<file path="config.mk">
export PLATFORM = sky130hd
export DESIGN_NAME = rac_top
export DESIGN_NICKNAME = d
export VERILOG_FILES = /design/src/rtl/rac_pkg.sv /design/src/rtl/rac_top.sv
export SDC_FILE = /design/constraint.sdc
export NUM_CORES = 1
export LEC_CHECK = 0
export BUFFER_PORTS_ARGS = -buffer_cell sky130_fd_sc_hd__buf_2
export CAP_MARGIN = 20
export CORE_AREA = 8 8 76 72
export CTS_CLUSTER_DIAMETER = 200
export DETAILED_ROUTE_END_ITERATION = 10
export DIE_AREA = 0 0 84 80
export PLACE_DENSITY = 0.79
export SLEW_MARGIN = 20
export SYNTH_ARGS = -nofsm -noshare
export SYNTH_HDL_FRONTEND = slang
export SYNTH_SLANG_ARGS = --single-unit
</file>
<file path="constraint.sdc">
create_clock -name ref_clk -period 3.9 [get_ports ref_clk]
set_input_delay 0.585 -clock ref_clk [delete_from_list [all_inputs] [get_ports ref_clk]]
set_output_delay 0.585 -clock ref_clk [all_outputs]
set_load 0.005 [all_outputs]
</file>
<file path="src/rtl/rac_pkg.sv">
`default_nettype none
package rac_pkg;
   localparam int ADDR_W = 8;
   // register byte offsets
   localparam logic [7:0] OFS_ABORT = 8'hfc;
   localparam logic [7:0] OFS_CTRL = 8'hf0;
   localparam logic [7:0] OFS_STATUS = 8'hf4;
   localparam logic [7:0] OFS_RXREQ = 8'hf8;
   // field positions
   localparam int BIT_ABORT = 0;
   localparam int BIT_POWER = 0;
   localparam int BIT_MODE_LO = 1;
   localparam int BIT_RXACT = 0;
   localparam int BIT_UART_RXACT = 1;
   localparam int BIT_RXREQ = 4;
   localparam logic [15:0] RST_ABORT = 16'h0000;
   // adaptor modes
   localparam logic [1:0] MODE_LIN_MASTER = 2'h0;
   localparam logic [1:0] MODE_LIN_SLAVE = 2'h1;
   localparam logic [1:0] MODE_UART_BUF = 2'h2;
   localparam logic [1:0] MODE_UART_THRU = 2'h3;
   // 16-bit register: lanes 0 and 1 both required
   localparam logic [3:0] BE_HALF = 4'h3;
   typedef enum logic [1:0] {RAC_IDLE, RAC_RX, RAC_DRAIN} rac_state_t;
endpackage : rac_pkg
`default_nettype wire

</file>
<file path="src/rtl/rac_top.sv">
// The Avalon-MM register port was chosen for this implementation.
`default_nettype none
// What this block does
// RULE1: write one aborts; zero ignored; reads zero
// RULE2: abort halts reception, clears active flag
// RULE3: abort acts in buffered uart mode
// RULE4: software never aborts in other modes
// RULE5: abort also acts during lin master reception
// RULE6: after abort no byte enters the buffer
// RULE7: software waits for uart active flag low
// RULE8: abort register zero on reset, power off
// RULE9: register accessed only as 16-bit word
// RULE10: rx request self-clears when storage begins
// RULE11: abort while idle does nothing else; in buffered uart mode the code also drops a pending rx request
module rac_top #(
   parameter int DATA_W = 8
) (
   // clock and reset
   input wire logic ref_clk,
   input wire logic nrst,
   // avalon-mm slave
   input wire logic [rac_pkg::ADDR_W-1:0] address,
   input wire logic read,
   input wire logic write,
   input wire logic [3:0] byteenable,
   input wire logic [31:0] writedata,
   output logic [31:0] readdata,
   output logic waitrequest,
   // bytes from the uart core
   input wire logic [DATA_W-1:0] uart_rx_data,
   input wire logic uart_rx_valid,
   output logic uart_rx_ready,
   input wire logic uart_rx_busy,
   // bytes to the receive buffer
   output logic [DATA_W-1:0] buf_data,
   output logic buf_valid,
   input wire logic buf_ready
);
   rac_pkg::rac_state_t state, next_state;
   logic power, next_power;
   logic [1:0] mode, next_mode;
   logic rx_request, next_rx_request;
   logic acked, next_acked;
   logic [31:0] next_readdata;
   logic [DATA_W-1:0] sk_d0, sk_d1, next_sk_d0, next_sk_d1;
   logic [1:0] sk_cnt, next_sk_cnt;
   logic busy_m, busy_s;
   logic req, wr_ok, abort_wr, abort_ok, store, pop;
   logic rxreq_set;
   // uart busy flag comes from another block's pins, so synchronise it
   always_ff @(posedge ref_clk or negedge nrst) begin
      if (!nrst) begin
         busy_m <= 1'b0;
         busy_s <= 1'b0;
      end else begin
         busy_m <= uart_rx_busy;
         busy_s <= busy_m;
      end
   end
   // one wait state per access: answer on the edge after acked rises;
   // a write lands only on the edge where waitrequest is low
   assign req = (read | write) & ~acked;
   assign wr_ok = write & acked
                  & (byteenable == rac_pkg::BE_HALF); // see RULE9
   assign abort_wr = wr_ok & (address == rac_pkg::OFS_ABORT)
                     & writedata[rac_pkg::BIT_ABORT]; // see RULE1
   // other modes are software's concern; lin master only outside idle (rx or drain)
   assign abort_ok = abort_wr & (mode == rac_pkg::MODE_UART_BUF
                     | (mode == rac_pkg::MODE_LIN_MASTER
                        && state != rac_pkg::RAC_IDLE)); // see RULE3 RULE4 RULE5
   assign store = uart_rx_valid & uart_rx_ready & (state == rac_pkg::RAC_RX);
   assign pop = buf_valid & buf_ready;
   assign rxreq_set = wr_ok & (address == rac_pkg::OFS_RXREQ)
                      & writedata[rac_pkg::BIT_RXREQ]
                      & (mode == rac_pkg::MODE_UART_BUF);
   always_comb begin
      next_acked = req;
      next_readdata = 32'h0000_0000;
      next_power = power;
      next_mode = mode;
      next_rx_request = rx_request;
      next_state = state;
      if (read & ~acked) begin
         unique case (address)
            rac_pkg::OFS_CTRL: begin
               next_readdata[rac_pkg::BIT_POWER] = power;
               next_readdata[rac_pkg::BIT_MODE_LO +: 2] = mode;
            end
            rac_pkg::OFS_STATUS: begin
               // draining no longer counts as receiving, see RULE2
               next_readdata[rac_pkg::BIT_RXACT] = (state == rac_pkg::RAC_RX);
               next_readdata[rac_pkg::BIT_UART_RXACT] = busy_s;
            end
            rac_pkg::OFS_RXREQ: next_readdata[rac_pkg::BIT_RXREQ] = rx_request;
            default: next_readdata = 32'h0000_0000; // abort bit reads 0, see RULE1
         endcase
      end
      if (wr_ok && address == rac_pkg::OFS_CTRL) begin
         next_power = writedata[rac_pkg::BIT_POWER];
         next_mode = writedata[rac_pkg::BIT_MODE_LO +: 2];
      end
      unique case (state)
         rac_pkg::RAC_IDLE: if (rx_request) next_state = rac_pkg::RAC_RX;
         rac_pkg::RAC_RX: if (store) next_rx_request = 1'b0; // see RULE10
         rac_pkg::RAC_DRAIN: if (!busy_s) next_state = rac_pkg::RAC_IDLE;
      endcase
      // a request written as a byte is stored survives: set wins
      if (rxreq_set) next_rx_request = 1'b1;
      if (mode == rac_pkg::MODE_LIN_MASTER && state == rac_pkg::RAC_IDLE
          && uart_rx_valid)
         next_state = rac_pkg::RAC_RX;
      // abort from idle leaves state idle, see RULE11
      // a pending request is dropped too, so idle cannot enter rx
      if (abort_ok) begin
         next_rx_request = 1'b0;
         if (state == rac_pkg::RAC_IDLE) next_state = rac_pkg::RAC_IDLE;
         else next_state = rac_pkg::RAC_DRAIN; // see RULE2 RULE6
      end
      if (!next_power) begin
         next_state = rac_pkg::RAC_IDLE; // see RULE8
         next_rx_request = 1'b0;
      end
   end
   always_ff @(posedge ref_clk or negedge nrst) begin
      if (!nrst) begin
         state <= rac_pkg::RAC_IDLE; // see RULE8
         power <= 1'b0;
         mode <= rac_pkg::MODE_LIN_MASTER;
         rx_request <= 1'b0;
         acked <= 1'b0;
         readdata <= 32'h0000_0000;
         waitrequest <= 1'b1;
      end else begin
         state <= next_state;
         power <= next_power;
         mode <= next_mode;
         rx_request <= next_rx_request;
         acked <= next_acked;
         readdata <= next_readdata;
         waitrequest <= ~next_acked;
      end
   end
   // two-entry skid: ready depends only on state and occupancy, so a stall loses nothing
   always_comb begin
      next_sk_d0 = sk_d0;
      next_sk_d1 = sk_d1;
      next_sk_cnt = sk_cnt;
      unique case ({store, pop})
         2'b10: begin
            if (sk_cnt == 2'h0) next_sk_d0 = uart_rx_data;
            else next_sk_d1 = uart_rx_data;
            next_sk_cnt = sk_cnt + 2'h1;
         end
         2'b01: begin
            next_sk_d0 = sk_d1;
            next_sk_cnt = sk_cnt - 2'h1;
         end
         2'b11: begin
            if (sk_cnt == 2'h1) next_sk_d0 = uart_rx_data;
            else begin
               next_sk_d0 = sk_d1;
               next_sk_d1 = uart_rx_data;
            end
         end
         default: next_sk_cnt = sk_cnt;
      endcase
   end
   always_ff @(posedge ref_clk or negedge nrst) begin
      if (!nrst) begin
         sk_d0 <= '0;
         sk_d1 <= '0;
         sk_cnt <= 2'h0;
         uart_rx_ready <= 1'b0;
         buf_valid <= 1'b0;
      end else begin
         sk_d0 <= next_sk_d0;
         sk_d1 <= next_sk_d1;
         sk_cnt <= next_sk_cnt;
         // draining takes and drops the core's last byte, so a later
         // lin master entry cannot store it
         uart_rx_ready <= (next_state == rac_pkg::RAC_DRAIN)
            | (next_state == rac_pkg::RAC_RX && next_sk_cnt != 2'h2);
         buf_valid <= (next_sk_cnt != 2'h0);
      end
   end
   assign buf_data = sk_d0;

   abort_stops_store_a: assert property (@(posedge ref_clk) disable iff (!nrst)
      abort_ok && state != rac_pkg::RAC_IDLE |=> !store [*2]) // see RULE6
      else $error("byte stored after abort");
   abort_clears_flag_a: assert property (@(posedge ref_clk) disable iff (!nrst)
      abort_ok && power |=> state != rac_pkg::RAC_RX) // see RULE2
      else $error("rx active after abort");
   abort_reads_zero_a: assert property (@(posedge ref_clk) disable iff (!nrst)
      read && !acked && address == rac_pkg::OFS_ABORT
      |=> readdata == 32'h0) // see RULE1
      else $error("abort reg read nonzero");
   power_off_idle_a: assert property (@(posedge ref_clk) disable iff (!nrst)
      !power |-> state == rac_pkg::RAC_IDLE && !rx_request) // see RULE8
      else $error("state alive while powered off");
   rxreq_clear_a: assert property (@(posedge ref_clk) disable iff (!nrst)
      store && !rxreq_set |=> !rx_request) // see RULE10
      else $error("rx request not cleared");
   idle_abort_a: assert property (@(posedge ref_clk) disable iff (!nrst)
      abort_wr && state == rac_pkg::RAC_IDLE && !uart_rx_valid && power
      |=> state == rac_pkg::RAC_IDLE) // see RULE11
      else $error("idle abort changed state");
   wait_one_a: assert property (@(posedge ref_clk) disable iff (!nrst)
      $rose(read | write) |=> !waitrequest) // one wait state per access
      else $error("answer not after one wait");
   drain_exit_a: assert property (@(posedge ref_clk) disable iff (!nrst)
      state == rac_pkg::RAC_DRAIN && !busy_s && power
      |=> state == rac_pkg::RAC_IDLE) // see RULE7
      else $error("drain did not end");
   skid_full_a: assert property (@(posedge ref_clk) disable iff (!nrst)
      sk_cnt == 2'h2 |-> !store)
      else $error("store into full buffer");
   drain_flag_low_a: assert property (@(posedge ref_clk) disable iff (!nrst)
      state == rac_pkg::RAC_DRAIN && read && !acked
      && address == rac_pkg::OFS_STATUS
      |=> !readdata[rac_pkg::BIT_RXACT]) // see RULE2
      else $error("rx active flag set while draining");
   abort_cov: cover property (@(posedge ref_clk) abort_ok
      && state == rac_pkg::RAC_RX);
   stall_cov: cover property (@(posedge ref_clk) sk_cnt == 2'h2);
   lin_cov: cover property (@(posedge ref_clk) abort_ok
      && mode == rac_pkg::MODE_LIN_MASTER);
   drop_cov: cover property (@(posedge ref_clk) state == rac_pkg::RAC_DRAIN
      && uart_rx_valid && uart_rx_ready);
   idle_abort_cov: cover property (@(posedge ref_clk) abort_ok
      && state == rac_pkg::RAC_IDLE);
endmodule : rac_top
`default_nettype wire

</file>
==> run_results.csv, run 1 <==
group,metric,value,unit
status,run_status,"finished, final reports clean",
clocking,hold_buffers,0,
clocking,cts_setup_buffers,0,
placed_design,dp.final_hpwl,2808,um
layout,instances_no_fill,272,
sta,setup_slack,1.521,ns
synth,synth_cell_types,40,
layout,num_antenna_cells,0,
sta,fin_skew,0.003992,ns
synth,synth-seq-cells,34,
power_and_ir_drop,p_leak,1.054,nW
synth,ys_seq_area_share,46.97,%
global_routing,gr-usage-met1,11.10,%
power_and_ir_drop,irDropWorstVdd,0.0001406,V
clocking,clock_latency,0.28,ns
synth,syn_area,1814,um^2
synth,yosysWarningCount,0,
layout,final_nets,287,
die,design.die.area,6720,um^2
die,core,4230,um^2
die,fp.dieH,80,um
layout,drive_above_1_share,30.18,%
sta,grt_setup_unrepaired,"false",
power_and_ir_drop,swShare,30.47,%
clocking,clk_pin_slew,0.06,ns
synth,synthArstFlopShare,100.0,%
die,ioPinCount,102,
global_routing,met2_usage,19.20,%
sta,slew_violations,0,
global_routing,grt_pass1_wl,6141,um
synth,synth_cells,174,
placed_design,globalplace.congestion,0.8323,
die,rows,23,
job,maxCapViolations,0,
clocking,cts-resized-gates,0,
setup_path,worstPathRequired,4.06,ns
hold_path,hp-class,"flop to flop",
power_and_ir_drop,p_comb_share,27.8,%
power_and_ir_drop,internal_power,0.6545,mW
die,initial_core_util,42.89,%
power_and_ir_drop,seqPwrFrac,47.7,%
power_and_ir_drop,design_power_total,0.9412,mW
setup_path,crit_type,"flop to flop",
setup_path,worstSetupStartpointType,"flop",
placed_design,dp_cells,265,
die,die_w,84,um
layout,syn_to_final_growth,13.66,%
synth,synth-main-ff-cell,"dfrtp_1",
global_routing,grt_antenna_before_repair,0,
detailed_routing,wl,3534,um
detailed_routing,ant_nets,0,
clocking,clock_path_buffers,2,
global_routing,grt_max_degree,35,
power_and_ir_drop,pwr_density_cell,456.5,nW/um^2
setup_path,endpoint_kind,"flop",
detailed_routing,post-route-drc-count,0,
clocking,cts.sinks,34,
sta,max_freq,420.4,MHz
clocking,cts_max_level,2,
placed_design,place_ws,1.488,ns
sta,max-slew-margin-rel,48.84,%
power_and_ir_drop,pwr-share-clk,24.5,%
sta,finalCritPeriodShare,60.99,%
sta,fin_tns_setup,0,ns
sta,fin_crit,2.379,ns
synth,synth-edff-count,0,
sta,worst_pin_slew,0.7640,ns
detailed_routing,drt_first_iter_violations,46,
detailed_routing,via_count,1287,
synth,syn_area_per_cell,10.43,um^2
clocking,clockRootBuffer,"clkbuf_8",
setup_path,worstPathMaxFanout,9,
placed_design,io_buffers,45,
sta,hold_viol,0,
global_routing,grt_use_total,10.95,%
detailed_routing,first_pass_iters,4,
detailed_routing,viasPerCell,4.732,
global_routing,grt_pass1_vias,1399,
sta,setup_viol,0,
detailed_routing,wire_per_inst,12.99,um
power_and_ir_drop,power.switching,0.2868,mW
global_routing,top_usage_layer,"met2",
setup_path,worstPathArrival,2.54,ns
clocking,cts_tree,"built",
clocking,numCtsBuffers,5,
global_routing,grtUsageMet3,4.184,%
global_routing,overflow,0,
-- metal layers --
| layer | wire length (um) | part of all wire [%] |
|---|---|---|
| met1 | 1335 | 38 |
| met4 | 64 | 1.8 |
| met2 | 1863 | 53 |
| met3 | 271 | 7.7 |
| met5 | 0 | 0 |
-- worst paths after layout --
kind / to / depth (start not counted) / from / slack (ns)
setup / recovery: sk_d1[4]$_DFFE_PN0P_ / 6 / state[0]$_DFF_PN0_ / 1.52
hold / removal: busy_s$_DFF_PN0_ / 0 / busy_m$_DFF_PN0_ / 0.35
setup reg to reg: sk_d1[4]$_DFFE_PN0P_ / 6 / state[0]$_DFF_PN0_ / 1.52
hold reg to reg: busy_s$_DFF_PN0_ / 0 / busy_m$_DFF_PN0_ / 0.35
max in group asynchronous: busy_s$_DFF_PN0_ / 1 / nrst / 3.08
min in group asynchronous: sk_d1[2]$_DFFE_PN0P_ / 1 / nrst / 0.36
-- critical path, cell delays in order (launching register included) --
cell      delay (ns)
dfrtp_1         0.47
nor2b_1         0.19
nand3_1         0.18
inv_1           0.09
ha_1            0.27
o211ai_1        0.64
mux2_2          0.42
-- area by class of cell --
| cell class | instances | area (um^2) |
|---|---|---|
| multi-input cells | 127 | 812.0 |
| clock buffers | 7 | 76.32 |
| fillers | 388 | 2168 |
| well taps | 50 | 62.56 |
| inverters | 9 | 33.78 |
| repair buffers | 45 | 225.2 |
| flip-flops and latches | 34 | 852.1 |
-- sequential cells by signal, summed over array words and instances, names as in the netlist, 2 cells and up --
register,flops
buf_data,8
mode,2
readdata,4
sk_cnt,2
sk_d1,8
state,2
-- metrics by stage --
stage	cell area [um^2]	utilization (%)	hold WS (ns)
floorplan	1916	-	0.2894
global placement	1982	46.85	0.3312
detailed placement	1982	46.85	0.3356
CTS	2058	48.65	0.3494
global route	2062	48.74	0.3698
finish	2062	48.74	0.3466
-- power groups by stage --
stage	Sequential (mW)	Combinational, mW	Clock (mW)
floorplan	0.458	0.174	0
CTS	0.452	0.265	0.244
global route	0.461	0.312	0.260
finish	0.449	0.262	0.231
detailed placement	0.457	0.263	0
global placement	0.453	0.257	0
-- cells in the final DEF (no fill, tap or decap), types with 3 or more instances in the layout --
cell type / synthesis / final
a21oi_1: 14 / 13
a22oi_1: 8 / 8
buf_2: 0 / 45
clkbuf_8: 0 / 5
conb_1: 1 / 28
dfrtp_1: 33 / 33
ha_1: 6 / 6
inv_1: 8 / 8
mux2_2: 9 / 9
mux2i_1: 3 / 3
nand2_1: 7 / 7
nand3_1: 3 / 3
nor2_1: 17 / 17
nor2b_1: 3 / 3
nor3_1: 4 / 4
-- cells by family (layout without fill, tap and decap cells) --
group	Yosys count	in the layout	share of synthesized area (%)
AND/OR/NAND/NOR	48	48	14.76
buffers and inverters	40	61	14.07
AO/OA/AOI/OAI	31	31	11.38
flip-flops	34	34	46.97
adder cells (fa/ha/maj)	6	6	4.138
other	1	28	0.2067
multiplexers	14	14	8.483
-- cell usage after synthesis (2+ instances only) --
cell / number / area share (%)
a21oi_1: 14 / 3.9
a22oi_1: 8 / 3.3
buf_4: 28 / 12
clkbuf_1: 3 / 0.62
dfrtp_1: 33 / 46
ha_1: 6 / 4.1
inv_1: 8 / 1.7
mux2_1: 2 / 1.2
mux2_2: 9 / 5.6
mux2i_1: 3 / 1.7
nand2_1: 7 / 1.4
nand3_1: 3 / 0.83
nor2_1: 17 / 3.5
nor2b_1: 3 / 1.0
nor3_1: 4 / 1.1
nor4_1: 2 / 0.69
Note: power is estimated with default switching activity, not from simulation.
==> run 2, diff against run 1 <==
Settings changed: CORE_AREA 8 8 76 72 to 8 8 77 72, DIE_AREA 0 0 84 80 to 0 0 85 80, PLACE_DENSITY 0.79 to 0.78.
Clock period 3.9 ns to 2.42 ns, I/O delays scaled along.
==> run 2 against run 1 <==
Compared with the run above:
- count of clock-buffer cells in the layout unchanged
- via count increased by 5.1%
- cell area increased by 1.1%
- global-route usage increased by 0.26 points
- clock skew increased by 0.0034 ns
- flip-flop and latch count unchanged
- clock power increased by 64%
- maximum frequency increased by 12%
- core utilization decreased by 0.13 points
- register-to-register slack got worse by 1.2 ns
- combinational power increased by 63%
- sequential power increased by 61%
- largest cell class unchanged
==> run_results.csv, run 2 (synthesis gave the netlist of run 1 again) <==
group,metric,value,unit
sta,grt_setup_unrepaired,"false",
clocking,numCtsBuffers,5,
layout,syn_to_final_growth,14.90,%
detailed_routing,first_pass_iters,4,
detailed_routing,wire_per_inst,13.33,um
die,die_w,85,um
layout,num_antenna_cells,0,
layout,final_cell_mix,"45 x buf_2, 33 x dfrtp_1, 28 x conb_1",
sta,hold_viol,0,
detailed_routing,viasPerCell,4.920,
placed_design,globalplace.congestion,0.8449,
clocking,clockRootBuffer,"clkbuf_8",
layout,final_nets,290,
detailed_routing,ant_nets,0,
hold_path,hp-class,"primary input to asynchronous set/reset pin",
sta,setup_viol,0,
die,initial_core_util,42.31,%
clocking,cts_tree,"built",
placed_design,io_buffers,45,
layout,final_common_cell,"buf_2",
die,rows,23,
clocking,cts-resized-gates,0,
clocking,cts.sinks,34,
layout,drive_above_1_share,31.11,%
power_and_ir_drop,pwr_density_cell,732.8,nW/um^2
setup_path,crit_type,"flop to flop",
sta,slew_violations,0,
sta,fin_tns_setup,0,ns
global_routing,grt_pass1_wl,6030,um
placed_design,dp.final_hpwl,2862,um
die,core,4288,um^2
sta,finalCritPeriodShare,88.11,%
global_routing,overflow,0,
setup_path,worstSetupStartpointType,"flop",
sta,worst_pin_slew,0.7366,ns
setup_path,worstPathMaxFanout,6,
detailed_routing,via_count,1353,
die,fp.dieH,80,um
layout,final_util,48.61,%
job,maxCapViolations,0,
global_routing,grt_antenna_before_repair,0,
global_routing,grt_use_total,11.22,%
status,run_status,"finished, final reports clean",
sta,fin_skew,0.007346,ns
die,ioPinCount,102,
die,design.die.area,6800,um^2
detailed_routing,drt_first_iter_violations,63,
detailed_routing,wl,3665,um
setup_path,worstPathArrival,2.31,ns
clocking,clock_path_buffers,2,
sta,max-slew-margin-rel,50.89,%
setup_path,worstPathRequired,2.60,ns
global_routing,grt_max_degree,35,
global_routing,grt_pass1_vias,1386,
clocking,hold_buffers,0,
clocking,clk_pin_slew,0.06,ns
clocking,clock_latency,0.28,ns
setup_path,endpoint_kind,"flop",
sta,fin_crit,2.132,ns
detailed_routing,post-route-drc-count,0,
power_and_ir_drop,p_leak,1.069,nW
power_and_ir_drop,irDropWorstVdd,0.0002673,V
clocking,cts_max_level,2,
sta,max_freq,469.0,MHz
-- run 2: cell types whose count changed in the layout (fill, tap and decap cells not counted), sizes merged --
cell | previous run | this run
buf | 45 | 48
-- run 2: routing by layer --
layer | vias up | share of wire [%] | global-route usage [%]
li1 | 651 | - | -
met1 | 649 | 38 | 11.08
met2 | 46 | 52 | 19.73
met3 | 7 | 7.8 | 4.218
met4 | 0 | 2.0 | 6.927
met5 | - | 0 | 0
-- run 2: where the power goes --
group	internal, mW	total, mW	switching, mW	leakage [nW]
clock	0.198	0.378	0.180	0.0383
sequential	0.669	0.722	0.0528	0.438
combinational	0.191	0.428	0.236	0.592
total	1.06	1.53	0.469	1.07
-- run 2: path summary, 6_finish.rpt --
| kind | start | cells after the start | to | slack [ns] |
|---|---|---|---|---|
| max | state[1]$_DFF_PN0_ | 8 | uart_rx_ready$_DFF_PN0_ | 0.29 |
| min | nrst | 1 | readdata[4]$_DFF_PN0_ | 0.15 |
| max reg2reg | state[1]$_DFF_PN0_ | 8 | uart_rx_ready$_DFF_PN0_ | 0.29 |
| min reg2reg | busy_m$_DFF_PN0_ | 0 | busy_s$_DFF_PN0_ | 0.35 |
| max in group asynchronous | nrst | 1 | sk_d1[0]$_DFFE_PN0P_ | 1.80 |
| min in group ref_clk | uart_rx_busy | 1 | busy_m$_DFF_PN0_ | 0.19 |
-- run 2: worst max-delay path, cell delays in order (launching register included) --
cell,delay (ns)
dfrtp_1,0.44
nor2b_1,0.22
nand3_1,0.22
ha_1,0.28
mux2_2,0.28
nand3b_1,0.08
nand2_1,0.07
o22a_1,0.20
a311oi_2,0.24
-- run 2: timing repair --
| action | CTS | global route |
|---|---|---|
| hold endpoints to repair | 0 | 0 |
| setup endpoints to repair | 0 | 8 |
| buffers inserted | 0 | 1 |
-- run 2: final cells by class --
| class | count | area, um^2 |
|---|---|---|
| clock buffer | 7 | 76.32 |
| fill | 404 | 2203 |
| inverter | 9 | 33.78 |
| multi-input combinational | 127 | 812.0 |
| sequential | 34 | 852.1 |
| tap | 50 | 62.56 |
| timing repair buffer | 48 | 247.7 |
-- run 2: metrics by stage --
| stage | power (mW) | hold WS, ns | instance area (um^2) | instances | worst slack, ns |
|---|---|---|---|---|---|
| after floorplan | 1.017 | 0.06741 | 1916 | 201 | 0.3189 |
| after global placement | 1.148 | 0.3329 | 1997 | 267 | 0.1805 |
| after detailed placement | 1.162 | 0.3456 | 1997 | 267 | 0.1553 |
| after CTS | 1.548 | 0.1727 | 2073 | 274 | 0.1266 |
| after global routing | 1.649 | 0.1852 | 2085 | 275 | 0.1501 |
| final | 1.528 | 0.1451 | 2085 | 275 | 0.2876 |
